<file path="config.mk">
export PLATFORM = sky130hd
export DESIGN_NAME = rsr_ctrl
export DESIGN_NICKNAME = d
export VERILOG_FILES = /design/src/include/rsr_pkg.sv /design/src/rtl/rsr_sync.sv /design/src/rtl/rsr_ctrl.sv
export SDC_FILE = /design/constraint.sdc
export NUM_CORES = 1
export LEC_CHECK = 0
export ABC_AREA = 1
export BUFFER_PORTS_ARGS = -buffer_cell sky130_fd_sc_hd__buf_2
export CORE_ASPECT_RATIO = 1.4
export CORE_UTILIZATION = 35
export DETAILED_ROUTE_END_ITERATION = 12
export PLACE_DENSITY = 0.56
export SETUP_SLACK_MARGIN = 0.5
export SLEW_MARGIN = 10
export SYNTH_ARGS = -nofsm -noshare
export SYNTH_HDL_FRONTEND = slang
export SYNTH_SLANG_ARGS = --single-unit
</file>
<file path="constraint.sdc">
create_clock -name pclk -period 5.6 [get_ports pclk]
set_input_delay 1.12 -clock pclk [delete_from_list [all_inputs] [get_ports pclk]]
set_output_delay 1.12 -clock pclk [all_outputs]
set_load 0.005 [all_outputs]
</file>
<file path="src/include/rsr_pkg.sv">
// Package: addresses, fields, counts and carrier types of the reset sequencer
package rsr_pkg;

  // Register byte addresses on the APB (12-bit address space)
  localparam logic [11:0] ADDR_CTRL     = 12'h000; // Reset-on-timeout option
  localparam logic [11:0] ADDR_DBG_CTL  = 12'h004; // Debugger control
  localparam logic [11:0] ADDR_WAKE_EN  = 12'h008; // GPIO recovery enables
  localparam logic [11:0] ADDR_IRQ_STAT = 12'h00c; // Sticky events, write 1 clears
  localparam logic [11:0] ADDR_IRQ_MASK = 12'h010; // Event enables
  localparam logic [11:0] ADDR_STATUS   = 12'h014; // Live sequencer state
  localparam logic [11:0] ADDR_WDT_CTL  = 12'hff0; // Watchdog control and reset cause

  // Field positions
  localparam int CTRL_RTO_BIT = 0; // Reset-on-timeout option
  localparam int DBG_RST_BIT  = 0; // Debugger reset request
  localparam int WCTL_POR_BIT = 7; // Power-on / debugger reset seen
  localparam int WCTL_STP_BIT = 6; // Stop-mode recovery seen
  localparam int WCTL_WDT_BIT = 5; // Watchdog time-out seen
  localparam int WCTL_EXT_BIT = 4; // External pin reset seen
  localparam int IRQ_SYS_BIT  = 0; // System reset completed
  localparam int IRQ_SMR_BIT  = 1; // Stop recovery completed
  localparam int STAT_STOP_BIT = 2; // Stop mode flag in status word

  // Reset values
  localparam logic       CTRL_RTO_RESET = 1'b1;  // Option unprogrammed: reset on time-out
  localparam logic [7:0] WCTL_RESET     = 8'h00; // Cause bits are loaded afterwards
  localparam logic [7:0] WCTL_FLAGS     = 8'hf0; // Bits software may clear
  localparam logic [7:0] WAKE_RESET     = 8'h00;
  localparam logic [1:0] IRQ_RESET      = 2'h0;

  // Sequence lengths
  localparam int WDT_OSC_CYCLES    = 66; // Watchdog oscillator cycles
  localparam int SYS_CLK_CYCLES    = 16; // System clock cycles
  localparam int PIN_FILTER_CYCLES = 4;  // Least low time of the reset pin
  localparam logic [6:0] WDT_LAST = 7'(WDT_OSC_CYCLES - 1);
  localparam logic [4:0] CLK_LAST = 5'(SYS_CLK_CYCLES - 1);
  localparam logic [2:0] PIN_LAST = 3'(PIN_FILTER_CYCLES - 1);

  // Reset vector location in program memory (high byte, low byte follows)
  localparam logic [15:0] VECTOR_ADDR = 16'h0002;

  localparam int GPIO_W = 8;
  localparam int PINS_W = GPIO_W + 6;

  // Sequencer phases, Gray along hold -> osc -> settle -> run
  typedef enum logic [1:0] {
    ST_HOLD   = 2'b00,
    ST_OSC    = 2'b01,
    ST_SETTLE = 2'b11,
    ST_RUN    = 2'b10
  } rsr_phase_t;

  // Asynchronous pins entering the block
  typedef struct packed {
    logic [GPIO_W-1:0] gpio;
    logic              wdt_osc;
    logic              debug_pin;
    logic              reset_pin_n;
    logic              wdt_timeout;
    logic              brownout_detect;
    logic              supply_ok;
  } rsr_pins_t;

  // Recorded cause of the pending sequence
  typedef struct packed {
    logic por;
    logic external_reset_flag;
    logic wdt;
    logic dbg;
  } rsr_cause_t;

  // Whole state of the sequencer
  typedef struct packed {
    rsr_phase_t        st;
    logic              sys;
    rsr_cause_t        cause;
    logic [6:0]        wdt_cnt;
    logic [4:0]        clk_cnt;
    logic [2:0]        pin_cnt;
    logic              stop_mode;
    logic              rto;
    logic              dbg_rst;
    logic [GPIO_W-1:0] wake_en;
    logic [1:0]        irq_stat;
    logic [1:0]        irq_mask;
    logic [7:0]        wdt_ctl;
    logic              cpu_reset_n;
    logic              regs_reset_n;
    logic              dbg_reset_n;
    logic              gpio_force_in;
    logic              sysclk_en;
    logic              osc_en;
    logic              vec_fetch;
    logic              irq;
    logic              pready;
    logic              pslverr;
    logic [31:0]       prdata;
  } rsr_state_t;

endpackage

</file>
<file path="src/rtl/rsr_sync.sv">
// Two-flop synchroniser with change detection behind the second flop
`timescale 1ns/100ps
module rsr_sync #(
  parameter int W = 1
) (
  input  wire logic         pclk,
  input  wire logic         presetn,
  input  wire logic [W-1:0] async_in,
  output logic      [W-1:0] level,
  output logic      [W-1:0] changed
);

  // Three stages: capture, settle, history
  typedef struct packed {
    logic [W-1:0] s1;
    logic [W-1:0] s2;
    logic [W-1:0] s3;
  } rsr_sync_t;

  rsr_sync_t q;      // Registered stages
  rsr_sync_t next_q; // Next stages

  // Shift the pins along the chain
  always_comb begin
    next_q    = q;
    next_q.s1 = async_in;
    next_q.s2 = q.s1;
    next_q.s3 = q.s2;
  end

  // Stage registers
  always_ff @(posedge pclk or negedge presetn) begin
    if (!presetn) begin
      q <= '0;
    end else begin
      q <= next_q;
    end
  end

  // Only settled stages are looked at
  assign level   = q.s2;
  assign changed = q.s2 ^ q.s3;

endmodule

</file>
<file path="src/rtl/rsr_ctrl.sv">
// Reset and stop-mode recovery sequencer with APB registers
//
// Our own choice: the APB interface to the registers.
`timescale 1ns/100ps

// Functional notes
// - Five sources start a system reset
// - Stop mode: timeout or enabled GPIO recovers
// - Hold 66 oscillator then 16 clock cycles
// - GPIO forced to input during system reset
// - CPU, peripherals idle; oscillators keep running
// - System clock starts after oscillator count
// - System reset reloads defined control values
// - Release fetches vector at 0002h/0003h
// - Power-on or brown-out overrides all sources
// - Debugger reset spares the debugger logic
// - Reset source set depends on mode
// - Supply low holds; then 66-cycle count
// - Then 16-cycle settle; hold until both
// - Power-on sets power-on flag
// - Recovery changes only watchdog control register (here also the IRQ status stop recovery bit)
// - Pin low four cycles; held while low
// - Pin reset sets external reset flag
module rsr_ctrl (
  input  wire logic        pclk,
  input  wire logic        presetn,
  input  wire logic [11:0] paddr,
  input  wire logic        psel,
  input  wire logic        penable,
  input  wire logic        pwrite,
  input  wire logic [31:0] pwdata,
  output logic      [31:0] prdata,
  output logic             pready,
  output logic             pslverr,
  input  wire logic        supply_ok,
  input  wire logic        brownout_detect,
  input  wire logic        wdt_timeout,
  input  wire logic        reset_pin_n,
  input  wire logic        debug_pin,
  input  wire logic        wdt_osc,
  input  wire logic [7:0]  gpio_pins,
  input  wire logic        stop_enter,
  output logic             cpu_reset_n,
  output logic             regs_reset_n,
  output logic             dbg_reset_n,
  output logic             gpio_force_in,
  output logic             sysclk_en,
  output logic             osc_en,
  output logic             vec_fetch,
  output logic [15:0]      vector_addr,
  output logic             irq
);

  rsr_pkg::rsr_state_t q;      // Registered state
  rsr_pkg::rsr_state_t next_q; // Next state
  rsr_pkg::rsr_pins_t  pins;   // Raw pins
  rsr_pkg::rsr_pins_t  s;      // Synchronised pins
  rsr_pkg::rsr_pins_t  chg;    // Synchronised changes

  logic por_req;   // Supply low or brown-out
  logic pin_low;   // Reset pin seen low
  logic pin_req;   // Reset pin low long enough
  logic osc_rise;  // Watchdog oscillator edge
  logic wdt_rise;  // Watchdog time-out event
  logic wake_gpio; // Enabled GPIO transition
  logic sys_req;   // Any system reset request
  logic smr_req;   // Any recovery request
  logic access;    // APB access phase, first cycle
  logic wr;        // APB write taking effect

  // Gather pins into one carrier
  assign pins = '{gpio: gpio_pins, wdt_osc: wdt_osc, debug_pin: debug_pin,
                  reset_pin_n: reset_pin_n, wdt_timeout: wdt_timeout,
                  brownout_detect: brownout_detect, supply_ok: supply_ok};

  // Every pin crosses two flops first
  rsr_sync #(.W(rsr_pkg::PINS_W)) u_sync (
    .pclk     (pclk),
    .presetn  (presetn),
    .async_in (pins),
    .level    (s),
    .changed  (chg)
  );

  // Request decoding
  always_comb begin
    por_req   = !s.supply_ok || s.brownout_detect;
    pin_low   = !s.reset_pin_n;
    pin_req   = pin_low && (q.pin_cnt == rsr_pkg::PIN_LAST);
    osc_rise  = chg.wdt_osc && s.wdt_osc;
    wdt_rise  = chg.wdt_timeout && s.wdt_timeout;
    wake_gpio = |(chg.gpio & q.wake_en);
    // Normal/halt sources vs stop sources
    if (q.stop_mode) begin
      sys_req = por_req || pin_req || !s.debug_pin;
      smr_req = wdt_rise || wake_gpio;
    end else begin
      sys_req = por_req || pin_req || (wdt_rise && q.rto) || q.dbg_rst;
      smr_req = 1'b0;
    end
    access = psel && penable && !q.pready;
    wr     = access && pwrite;
  end

  // Enter a system reset with the given cause
  function automatic rsr_pkg::rsr_state_t start_sys(input rsr_pkg::rsr_state_t x,
                                                     input rsr_pkg::rsr_cause_t c);
    rsr_pkg::rsr_state_t y;
    y           = x;
    y.st        = rsr_pkg::ST_HOLD;
    y.sys       = 1'b1;
    y.cause     = c;
    y.wdt_cnt   = '0;
    y.clk_cnt   = '0;
    y.stop_mode = 1'b0;
    y.rto       = rsr_pkg::CTRL_RTO_RESET;
    y.dbg_rst   = 1'b0;
    y.wake_en   = rsr_pkg::WAKE_RESET;
    return y;
  endfunction

  // Next-state logic: bus, sequencer, outputs
  always_comb begin
    rsr_pkg::rsr_cause_t c;
    c                = '0;
    next_q           = q;
    next_q.pready    = 1'b0;
    next_q.pslverr   = 1'b0;
    next_q.vec_fetch = 1'b0;

    // Reset pin low-time filter
    if (pin_low) begin
      if (q.pin_cnt != rsr_pkg::PIN_LAST) begin
        next_q.pin_cnt = q.pin_cnt + 3'h1;
      end
    end else begin
      next_q.pin_cnt = '0;
    end

    // APB slave: answer one cycle into the access phase
    if (access) begin
      next_q.pready = 1'b1;
      next_q.prdata = '0;
      case (paddr)
        rsr_pkg::ADDR_CTRL: begin
          next_q.prdata[rsr_pkg::CTRL_RTO_BIT] = q.rto;
          if (wr) next_q.rto = pwdata[rsr_pkg::CTRL_RTO_BIT];
        end
        rsr_pkg::ADDR_DBG_CTL: begin
          next_q.prdata[rsr_pkg::DBG_RST_BIT] = q.dbg_rst;
          if (wr) next_q.dbg_rst = pwdata[rsr_pkg::DBG_RST_BIT];
        end
        rsr_pkg::ADDR_WAKE_EN: begin
          next_q.prdata[7:0] = q.wake_en;
          if (wr) next_q.wake_en = pwdata[7:0];
        end
        rsr_pkg::ADDR_IRQ_STAT: begin
          next_q.prdata[1:0] = q.irq_stat;
          if (wr) next_q.irq_stat = q.irq_stat & ~pwdata[1:0];
        end
        rsr_pkg::ADDR_IRQ_MASK: begin
          next_q.prdata[1:0] = q.irq_mask;
          if (wr) next_q.irq_mask = pwdata[1:0];
        end
        rsr_pkg::ADDR_STATUS: begin
          next_q.prdata[1:0] = q.st;
          next_q.prdata[rsr_pkg::STAT_STOP_BIT] = q.stop_mode;
        end
        rsr_pkg::ADDR_WDT_CTL: begin
          next_q.prdata[7:0] = q.wdt_ctl;
          if (wr) next_q.wdt_ctl = q.wdt_ctl & ~(pwdata[7:0] & rsr_pkg::WCTL_FLAGS);
        end
        default: begin
          next_q.pslverr = 1'b1; // Unmapped address
        end
      endcase
    end

    // Sequencer; runs after the bus so hardware sets win over clears
    case (q.st)
      rsr_pkg::ST_RUN: begin
        if (sys_req) begin
          // Priority: supply, pin, watchdog, debugger
          if (por_req) c.por = 1'b1;
          else if (pin_req) c.external_reset_flag = 1'b1;
          else if (wdt_rise && q.rto && !q.stop_mode) c.wdt = 1'b1;
          else if (q.dbg_rst) c.dbg = 1'b1;
          else c.por = 1'b1;                                  // Debug pin in stop
          next_q = start_sys(next_q, c);
        end else if (smr_req) begin
          next_q.st        = rsr_pkg::ST_HOLD;
          next_q.sys       = 1'b0;
          next_q.cause     = '0;
          next_q.cause.wdt = wdt_rise;
          next_q.wdt_cnt   = '0;
          next_q.clk_cnt   = '0;
        end else if (stop_enter && !q.stop_mode) begin
          next_q.stop_mode = 1'b1;
        end
      end
      rsr_pkg::ST_HOLD: begin
        // Supply low or pin low keeps the sequence parked
        if (por_req && !q.cause.por) begin
          c.por  = 1'b1;
          next_q = start_sys(next_q, c);
        end else if (!por_req && !pin_low) begin
          next_q.st      = rsr_pkg::ST_OSC;
          next_q.wdt_cnt = '0;
        end
      end
      rsr_pkg::ST_OSC, rsr_pkg::ST_SETTLE: begin
        if (por_req) begin
          c.por  = 1'b1;
          next_q = start_sys(next_q, c);
        end else if (pin_req) begin
          c      = q.cause;
          c.external_reset_flag  = 1'b1;
          next_q = start_sys(next_q, c);
        end else if (q.st == rsr_pkg::ST_OSC) begin
          if (osc_rise) begin
            if (q.wdt_cnt == rsr_pkg::WDT_LAST) begin
              next_q.st      = rsr_pkg::ST_SETTLE;
              next_q.clk_cnt = '0;
            end else begin
              next_q.wdt_cnt = q.wdt_cnt + 7'h01;
            end
          end
        end else if (q.clk_cnt == rsr_pkg::CLK_LAST) begin
          next_q.st        = rsr_pkg::ST_RUN;
          next_q.vec_fetch = 1'b1;
          next_q.stop_mode = 1'b0;
          if (q.sys) begin
            next_q.wdt_ctl = rsr_pkg::WCTL_RESET;
            next_q.wdt_ctl[rsr_pkg::WCTL_POR_BIT] = q.cause.por || q.cause.dbg;
            next_q.wdt_ctl[rsr_pkg::WCTL_EXT_BIT] = q.cause.external_reset_flag;
            next_q.wdt_ctl[rsr_pkg::WCTL_WDT_BIT] = q.cause.wdt;
            next_q.irq_stat[rsr_pkg::IRQ_SYS_BIT] = 1'b1;
          end else begin
            next_q.wdt_ctl = rsr_pkg::WCTL_RESET;
            next_q.wdt_ctl[rsr_pkg::WCTL_STP_BIT] = 1'b1;
            next_q.wdt_ctl[rsr_pkg::WCTL_WDT_BIT] = q.cause.wdt;
            next_q.irq_stat[rsr_pkg::IRQ_SMR_BIT] = 1'b1;
          end
        end else begin
          next_q.clk_cnt = q.clk_cnt + 5'h01;
        end
      end
      default: begin
        next_q.st = rsr_pkg::ST_HOLD;
      end
    endcase

    // Outputs follow the next phase so they leave flops in step with it
    next_q.cpu_reset_n   = (next_q.st == rsr_pkg::ST_RUN);
    next_q.regs_reset_n  = next_q.cpu_reset_n || !next_q.sys;
    next_q.dbg_reset_n   = next_q.regs_reset_n || next_q.cause.dbg;
    next_q.gpio_force_in = !next_q.regs_reset_n;
    next_q.sysclk_en     = (next_q.st == rsr_pkg::ST_SETTLE) ||
                           (next_q.cpu_reset_n && !next_q.stop_mode);
    next_q.osc_en        = !(next_q.cpu_reset_n && next_q.stop_mode);
    next_q.irq           = |(next_q.irq_stat & next_q.irq_mask);
  end

  // State register; power-on starts held in reset
  always_ff @(posedge pclk or negedge presetn) begin
    if (!presetn) begin
      q               <= '0;
      q.st            <= rsr_pkg::ST_HOLD;
      q.sys           <= 1'b1;
      q.cause.por     <= 1'b1;
      q.rto           <= rsr_pkg::CTRL_RTO_RESET;
      q.wdt_ctl       <= rsr_pkg::WCTL_RESET;
      q.gpio_force_in <= 1'b1;
      q.osc_en        <= 1'b1;
    end else begin
      q <= next_q;
    end
  end

  // Port drive
  assign prdata        = q.prdata;
  assign pready        = q.pready;
  assign pslverr       = q.pslverr;
  assign cpu_reset_n   = q.cpu_reset_n;
  assign regs_reset_n  = q.regs_reset_n;
  assign dbg_reset_n   = q.dbg_reset_n;
  assign gpio_force_in = q.gpio_force_in;
  assign sysclk_en     = q.sysclk_en;
  assign osc_en        = q.osc_en;
  assign vec_fetch     = q.vec_fetch;
  assign vector_addr   = rsr_pkg::VECTOR_ADDR;
  assign irq           = q.irq;

  // Checks on the sequencer
  property p_osc_len;
    @(posedge pclk) disable iff (!presetn)
    (q.st == rsr_pkg::ST_OSC && next_q.st == rsr_pkg::ST_SETTLE) |-> q.wdt_cnt == rsr_pkg::WDT_LAST && osc_rise;
  endproperty
  a_osc_len: assert property (p_osc_len) else $error("Oscillator count not 66");
  property p_settle_len;
    @(posedge pclk) disable iff (!presetn)
    $rose(q.st == rsr_pkg::ST_SETTLE) |-> (q.st == rsr_pkg::ST_SETTLE && !por_req && !pin_req)[*8]
      ##9 (q.st == rsr_pkg::ST_RUN || por_req || pin_req);
  endproperty
  a_settle_len: assert property (p_settle_len) else $error("Settle phase not 16 cycles");
  property p_gpio_in;
    @(posedge pclk) disable iff (!presetn)
    (q.st != rsr_pkg::ST_RUN && q.sys) |-> gpio_force_in && !regs_reset_n;
  endproperty
  a_gpio_in: assert property (p_gpio_in) else $error("GPIO not forced during reset");
  property p_cpu_idle;
    @(posedge pclk) disable iff (!presetn)
    (q.st != rsr_pkg::ST_RUN) |-> !cpu_reset_n && osc_en;
  endproperty
  a_cpu_idle: assert property (p_cpu_idle) else $error("CPU released or oscillator off");
  property p_clk_late;
    @(posedge pclk) disable iff (!presetn)
    (q.st == rsr_pkg::ST_OSC || q.st == rsr_pkg::ST_HOLD) |-> !sysclk_en;
  endproperty
  a_clk_late: assert property (p_clk_late) else $error("System clock started early");
  property p_por_wins;
    @(posedge pclk) disable iff (!presetn)
    (por_req && q.st != rsr_pkg::ST_HOLD) |=> q.st == rsr_pkg::ST_HOLD && q.cause.por && q.sys;
  endproperty
  a_por_wins: assert property (p_por_wins) else $error("Supply request lost priority");
  property p_pin_reset;
    @(posedge pclk) disable iff (!presetn)
    (pin_req && q.st == rsr_pkg::ST_RUN) |=> q.st == rsr_pkg::ST_HOLD ##1 !cpu_reset_n;
  endproperty
  a_pin_reset: assert property (p_pin_reset) else $error("Pin reset not taken");
  property p_flags;
    @(posedge pclk) disable iff (!presetn)
    $rose(q.st == rsr_pkg::ST_RUN) |-> vec_fetch && cpu_reset_n &&
      q.wdt_ctl[rsr_pkg::WCTL_EXT_BIT] == $past(q.cause.external_reset_flag && q.sys) &&
      q.wdt_ctl[rsr_pkg::WCTL_POR_BIT] == $past(q.sys && (q.cause.por || q.cause.dbg));
  endproperty
  a_flags: assert property (p_flags) else $error("Cause flags or vector fetch wrong");
  property p_dbg_spared;
    @(posedge pclk) disable iff (!presetn)
    ((q.dbg_rst && q.st == rsr_pkg::ST_RUN && !sys_req) ||
     (q.cause.dbg && q.st != rsr_pkg::ST_RUN)) |-> dbg_reset_n;
  endproperty
  a_dbg_spared: assert property (p_dbg_spared) else $error("Debugger logic was reset");
  property p_smr_keep;
    @(posedge pclk) disable iff (!presetn)
    (q.stop_mode && q.st == rsr_pkg::ST_RUN && smr_req && !sys_req) |=>
      !q.sys ##1 (regs_reset_n && !cpu_reset_n);
  endproperty
  a_smr_keep: assert property (p_smr_keep) else $error("Recovery disturbed registers");
  c_sys_done: cover property (@(posedge pclk) disable iff (!presetn) q.sys && $rose(cpu_reset_n));
  c_smr_done: cover property (@(posedge pclk) disable iff (!presetn) !q.sys && $rose(cpu_reset_n));
  c_restart: cover property (@(posedge pclk) disable iff (!presetn) q.st == rsr_pkg::ST_OSC && por_req);
  c_ext: cover property (@(posedge pclk) disable iff (!presetn) $rose(q.wdt_ctl[rsr_pkg::WCTL_EXT_BIT]));

endmodule

</file>
Yosys cells after proc, flatten, opt, wreduce, memory -nomap -nowiden

Index checks and enable logic that the tools add are counted.

Bits in registers: 129
Bits of input ports: 64
Output and inout port bits: 58
Logic and storage cells: 186

Add/sub/neg operators: 3
Eq/ne operators: 26
Muxes and demuxes: 76
Bitwise logic cells: 7
Reductions and logical operators: 44

Operators with widths:

| cell                                                 | number |
|---|---|
| one-hot mux 87 bit (3 select lines)                  | 1 |
| 2-to-1 mux 87 bit                                    | 1 |
| 2-to-1 mux 73 bit                                    | 1 |
| 2-to-1 mux 64 bit                                    | 1 |
| 2-to-1 mux 8 bit                                     | 8 |
| 2-to-1 mux 19 bit                                    | 2 |
| 2-to-1 mux 34 bit                                    | 1 |
| 2-to-1 mux 2 bit                                     | 15 |
| 2-to-1 mux 7 bit                                     | 4 |
| 2-to-1 mux 1 bit                                     | 26 |
| 2-to-1 mux 5 bit                                     | 5 |
| equality test 12 x 4 -> 1 bit, second input constant | 2 |
| equality test 12 x 5 -> 1 bit, second input constant | 2 |
| 2-to-1 mux 12 bit                                    | 2 |
| 2-to-1 mux 22 bit                                    | 1 |
| AND 8 bit                                            | 2 |
| != test 5 bit, second input constant                 | 3 |
| bitwise XOR 14 bit                                   | 1 |
| logical AND 1 bit                                    | 13 |
| equality test 12 bit, second input constant          | 1 |
| equality test 12 x 3 -> 1 bit, second input constant | 1 |
| zero test 12 bit                                     | 1 |
| != test 4 bit, second input constant                 | 3 |
| zero test 1 bit                                      | 11 |
| other kinds (27)                                     | 48 |

Longest topological paths before layout

Word-level depth: 15
Depth in mapped cells: 14
Depth with buffers taken out: 14

Hierarchy

From an unflattened synthesis, not the netlist that was laid out.

Cells, all modules: 646
Area total of the unflattened synthesis: 5,272.6 sq um

Modules (own cells, without submodules):

| module   | instances | cells an instance | area each (sq um) | sequential area each (sq um) |
|---|---|---|---|---|
| rsr_ctrl | 1         | 520               | 3,853.7           | 1,482.7 |
| rsr_sync | 1         | 126               | 1,418.9           | 1,051.0 |

Least setup slack after synthesis

No wires, ideal clock.

Path type: input -> register
Start: in paddr[6]
End: reg q[53] (netlist bit)
Setup time: 0.127 ns
Arrival time: 2.083 ns
Data required time: 5.473 ns
Setup slack: 3.390 ns
Stages on the path: 5
Path buffers: 0
Cell sequence: nor2_2 > nand3_2 > nor3_1 > a31oi_1 > or2_2

RTL lines:

| item                 | line            | source |
|---|---|---|
| from (decl)          | rsr_ctrl.sv:27  | `input wire logic [11:0] paddr,` |
| to (signal assigned) | rsr_ctrl.sv:276 | `q <= next_q;` |
| to (decl)            | rsr_ctrl.sv:54  | `rsr_pkg::rsr_state_t q;` |

==> metrics.md <==
| Metric | Value |
|---|---|
| Setup TNS | `0 ns` |
| Fin util | `about two fifths` |
| Post-DP HPWL | `7430 um` |
| Final Hold Vio Count | `0` |
| ANT nets after route | `0` |
| FF-to-FF End | `q[62]` |
| Actual slew at the worst max-slew pin | `between 0.6 and 0.7 ns` |
| Reg-to-reg critical path startpoint | `q[65]` |
| P per Cell Area | `roughly 290 nW/um^2` |
| CTS resizes | `0` |
| Crit path kind | `input port to register` |
| Initial Util | `between 30 and 40%` |
| Root Driver | `clkbuf_16` |
| Post-Synthesis Cell Area | `between 4000 and 5000 um^2` |
| Seq/Total Area, Yosys | `roughly half` |
| Worst setup EP type | `register` |
| RSZ-0062 raised after global routing | `false` |
| MaxCap Viol Count | `0` |
| FP Rows | `50` |
| Sink Count | `between 90 and 100` |
| Min cycle time layout | `around 2.2 ns` |
| Number of port buffers | `57` |
| Crit-path max FO | `4` |
| Clk_lat worst skew | `between 0.3 and 0.4 ns` |
| Maximum VDD drop | `roughly 0.13 mV` |
| GPL Wtd Cong | `~0.84` |
| Fin worst setup slack | `3.35 ns` |
| Clock Tree Buf Depth | `2` |
| Average routed wire per standard cell | `between 10 and 15 um` |
| Final period util | `40.1%` |
| Core area | `approximately 13000 um^2` |
| Vias per inst | `between 4 and 5` |
| Die height | `141 um` |
| Hold Path Depth | `0` |
| Layout fillers | `1375` |
| R2R setup slack | `3.43 ns` |
| End point of the worst hold path | `u_sync.level[12]` |
| DIE AREA | `about 14000 um^2` |
| Largest net degree at the start of global routing | `55` |
| Pre-CTS WS | `~3 ns` |
| Crit start category | `input port` |
| Slew Limit Headroom | `a little over half` |
| Lkg Pwr | `between 2 and 3 nW` |
| Clk pin slew, worst setup/hold paths | `around 0.070 ns` |
| Async S/R FF share, synth | `100%` |
| CTS hold repair buffers | `0` |
| # H-tree levels | `3` |
| Min Hold Slack | `~0.35 ns` |
| Final Setup Violations | `0` |
| Unique masters post-synth | `just over 40` |
| Fmax | `about 450 MHz` |
| Via count | `approximately 3600` |
| Vias in the first global route | `around 3400` |
| Top FF cell, synth | `dfrtp_1` |
| Total Power | `1.59 mW` |
| Num ports | `122` |
| Drt pass-1 iters | `4` |
| CP required | `between 5 and 6 ns` |
| Post-synth EDFFs | `0` |
| Commonest non-fill, non-tap cell in the layout | `nand2_1` |
| Antenna Cells | `0` |
| Layout cells sized above 1 | `21.7%` |
| GRT Residual Overflow | `0` |
| Outcome | `completed` |
| Worst hold path class | `register to register` |
| FF+latch count, synth | `97` |
| Clk_skew | `0.00998 ns` |
| Drt first-iter violations | `between 100 and 150` |
| R2R cell count | `13` |
| Die width | `approximately 100 um` |
| TritonCTS Buffers | `9` |
| Setup bufs post-CTS | `0` |
| Mapped Avg Cell Area | `roughly 8.8 um^2` |
| Arrival time at the worst endpoint | `2.47 ns` |
| Most frequent cells in the layout | `nand2_1, dfrtp_1, inv_1, buf_2, nor2_1` |
| Final WL | `approximately 9700 um` |
| Layout area overhead | `12.2%` |
| Total Routing Usage GR | `between 10% and 20%` |
| First-pass GRT wire length | `~16000 um` |
| Min-delay src | `u_sync.next_q[26]` |
| Syn. warnings | `0` |
| Final #Nets | `~680` |
| CTS tree | `done` |
| Initial antenna violation count | `0` |
| Syn Inst Count | `551` |
| Max Slew Vio Count | `0` |
| Residual DRC | `0` |
## metrics by stage
stage	instance area, um^2	cells
2_1_floorplan	4970	589
3_3_place_gp	5110	778
3_5_place_dp	5110	778
4_1_cts	5420	794
5_1_grt	5420	794
6_report	5420	794
## flip-flops by register name, indices dropped and copies added, names as in the netlist
register	count
sysclk_en	1
regs_reset_n	1
dbg_reset_n	1
cpu_reset_n	1
vec_fetch	1
irq	1
osc_en	1
pslverr	1
gpio_force_in	1
u_sync.q	10
q	41
u_sync.level	14
pready	1
u_sync.next_q	14
prdata	8
## critical path, stage by stage
cell and delay [ns]:
buf_2 0.07, inv_1 0.06, nor4_1 0.55, nand3_1 0.15, nor2_1 0.28, nand2_1 0.09
nand3_1 0.07, o21ai_0 0.07
## worst max path at each step
stage	startpoint	cells past startpoint	endpoint	slack (ns)
finish	paddr[8]	8	q[48]	3.35
CTS	paddr[8]	8	q[48]	3.32
global placement	paddr[8]	8	q[48]	2.99
global route	penable	12	irq	3.18
floorplan	paddr[6]	5	q[53]	3.39
detailed placement	paddr[8]	8	q[48]	2.96
## power by group
group	leakage (nW)	switching [mW]	total, mW	internal [mW]
combinational	1.41	0.133	0.191	0.0573
sequential	1.21	0.0204	0.761	0.741
clock	0.154	0.265	0.640	0.376
## Yosys cell counts (all sizes together), types with 5 or more instances
| library cell | instances | share of area (%) |
|---|---|---|
| a21oi | 12 | 1.4 |
| buf | 51 | 8.0 |
| dfrtp | 92 | 48 |
| dfstp | 5 | 2.7 |
| ha | 6 | 1.6 |
| inv | 70 | 5.5 |
| nand2 | 134 | 12 |
| nand3 | 35 | 4.0 |
| nand4 | 10 | 1.6 |
| nor2 | 61 | 6.3 |
| nor3 | 12 | 1.2 |
| o21ai | 31 | 3.8 |
| o22ai | 6 | 0.78 |
| or2 | 6 | 0.78 |
## final cells by class
type / count / area, um^2 / area share (%)
clock buffers: 12 / 256 / 4.73
clock inverters: 4 / 56.3 / 1.04
inverters: 71 / 273 / 5.03
multi-input cells: 370 / 1880 / 34.6
flip-flops and latches: 97 / 2430 / 44.9
well taps: 182 / 228 / 4.20
repair buffers: 58 / 295 / 5.45
## metal layers
metal	vias to the layer above	GRT usage, %	wire length [um]
met5	-	0	0
met4	0	5.57	136
met1	1693	16.2	3910
met2	89	27.1	5300
li1	1787	-	-
met3	8	3.22	342
## logic make-up (layout without fill, tap and decap cells)
kind of cell	count (synthesis)	after routing	synth area share (%)
other cells	2	40	0.155
xor+xnor	3	3	0.544
flops	97	97	50.4
compound gates	61	61	7.80
simple gates	260	260	25.9
fa+ha+maj	6	6	1.55
buf+inv	122	145	13.7
(Power assumes the default switching activity.)
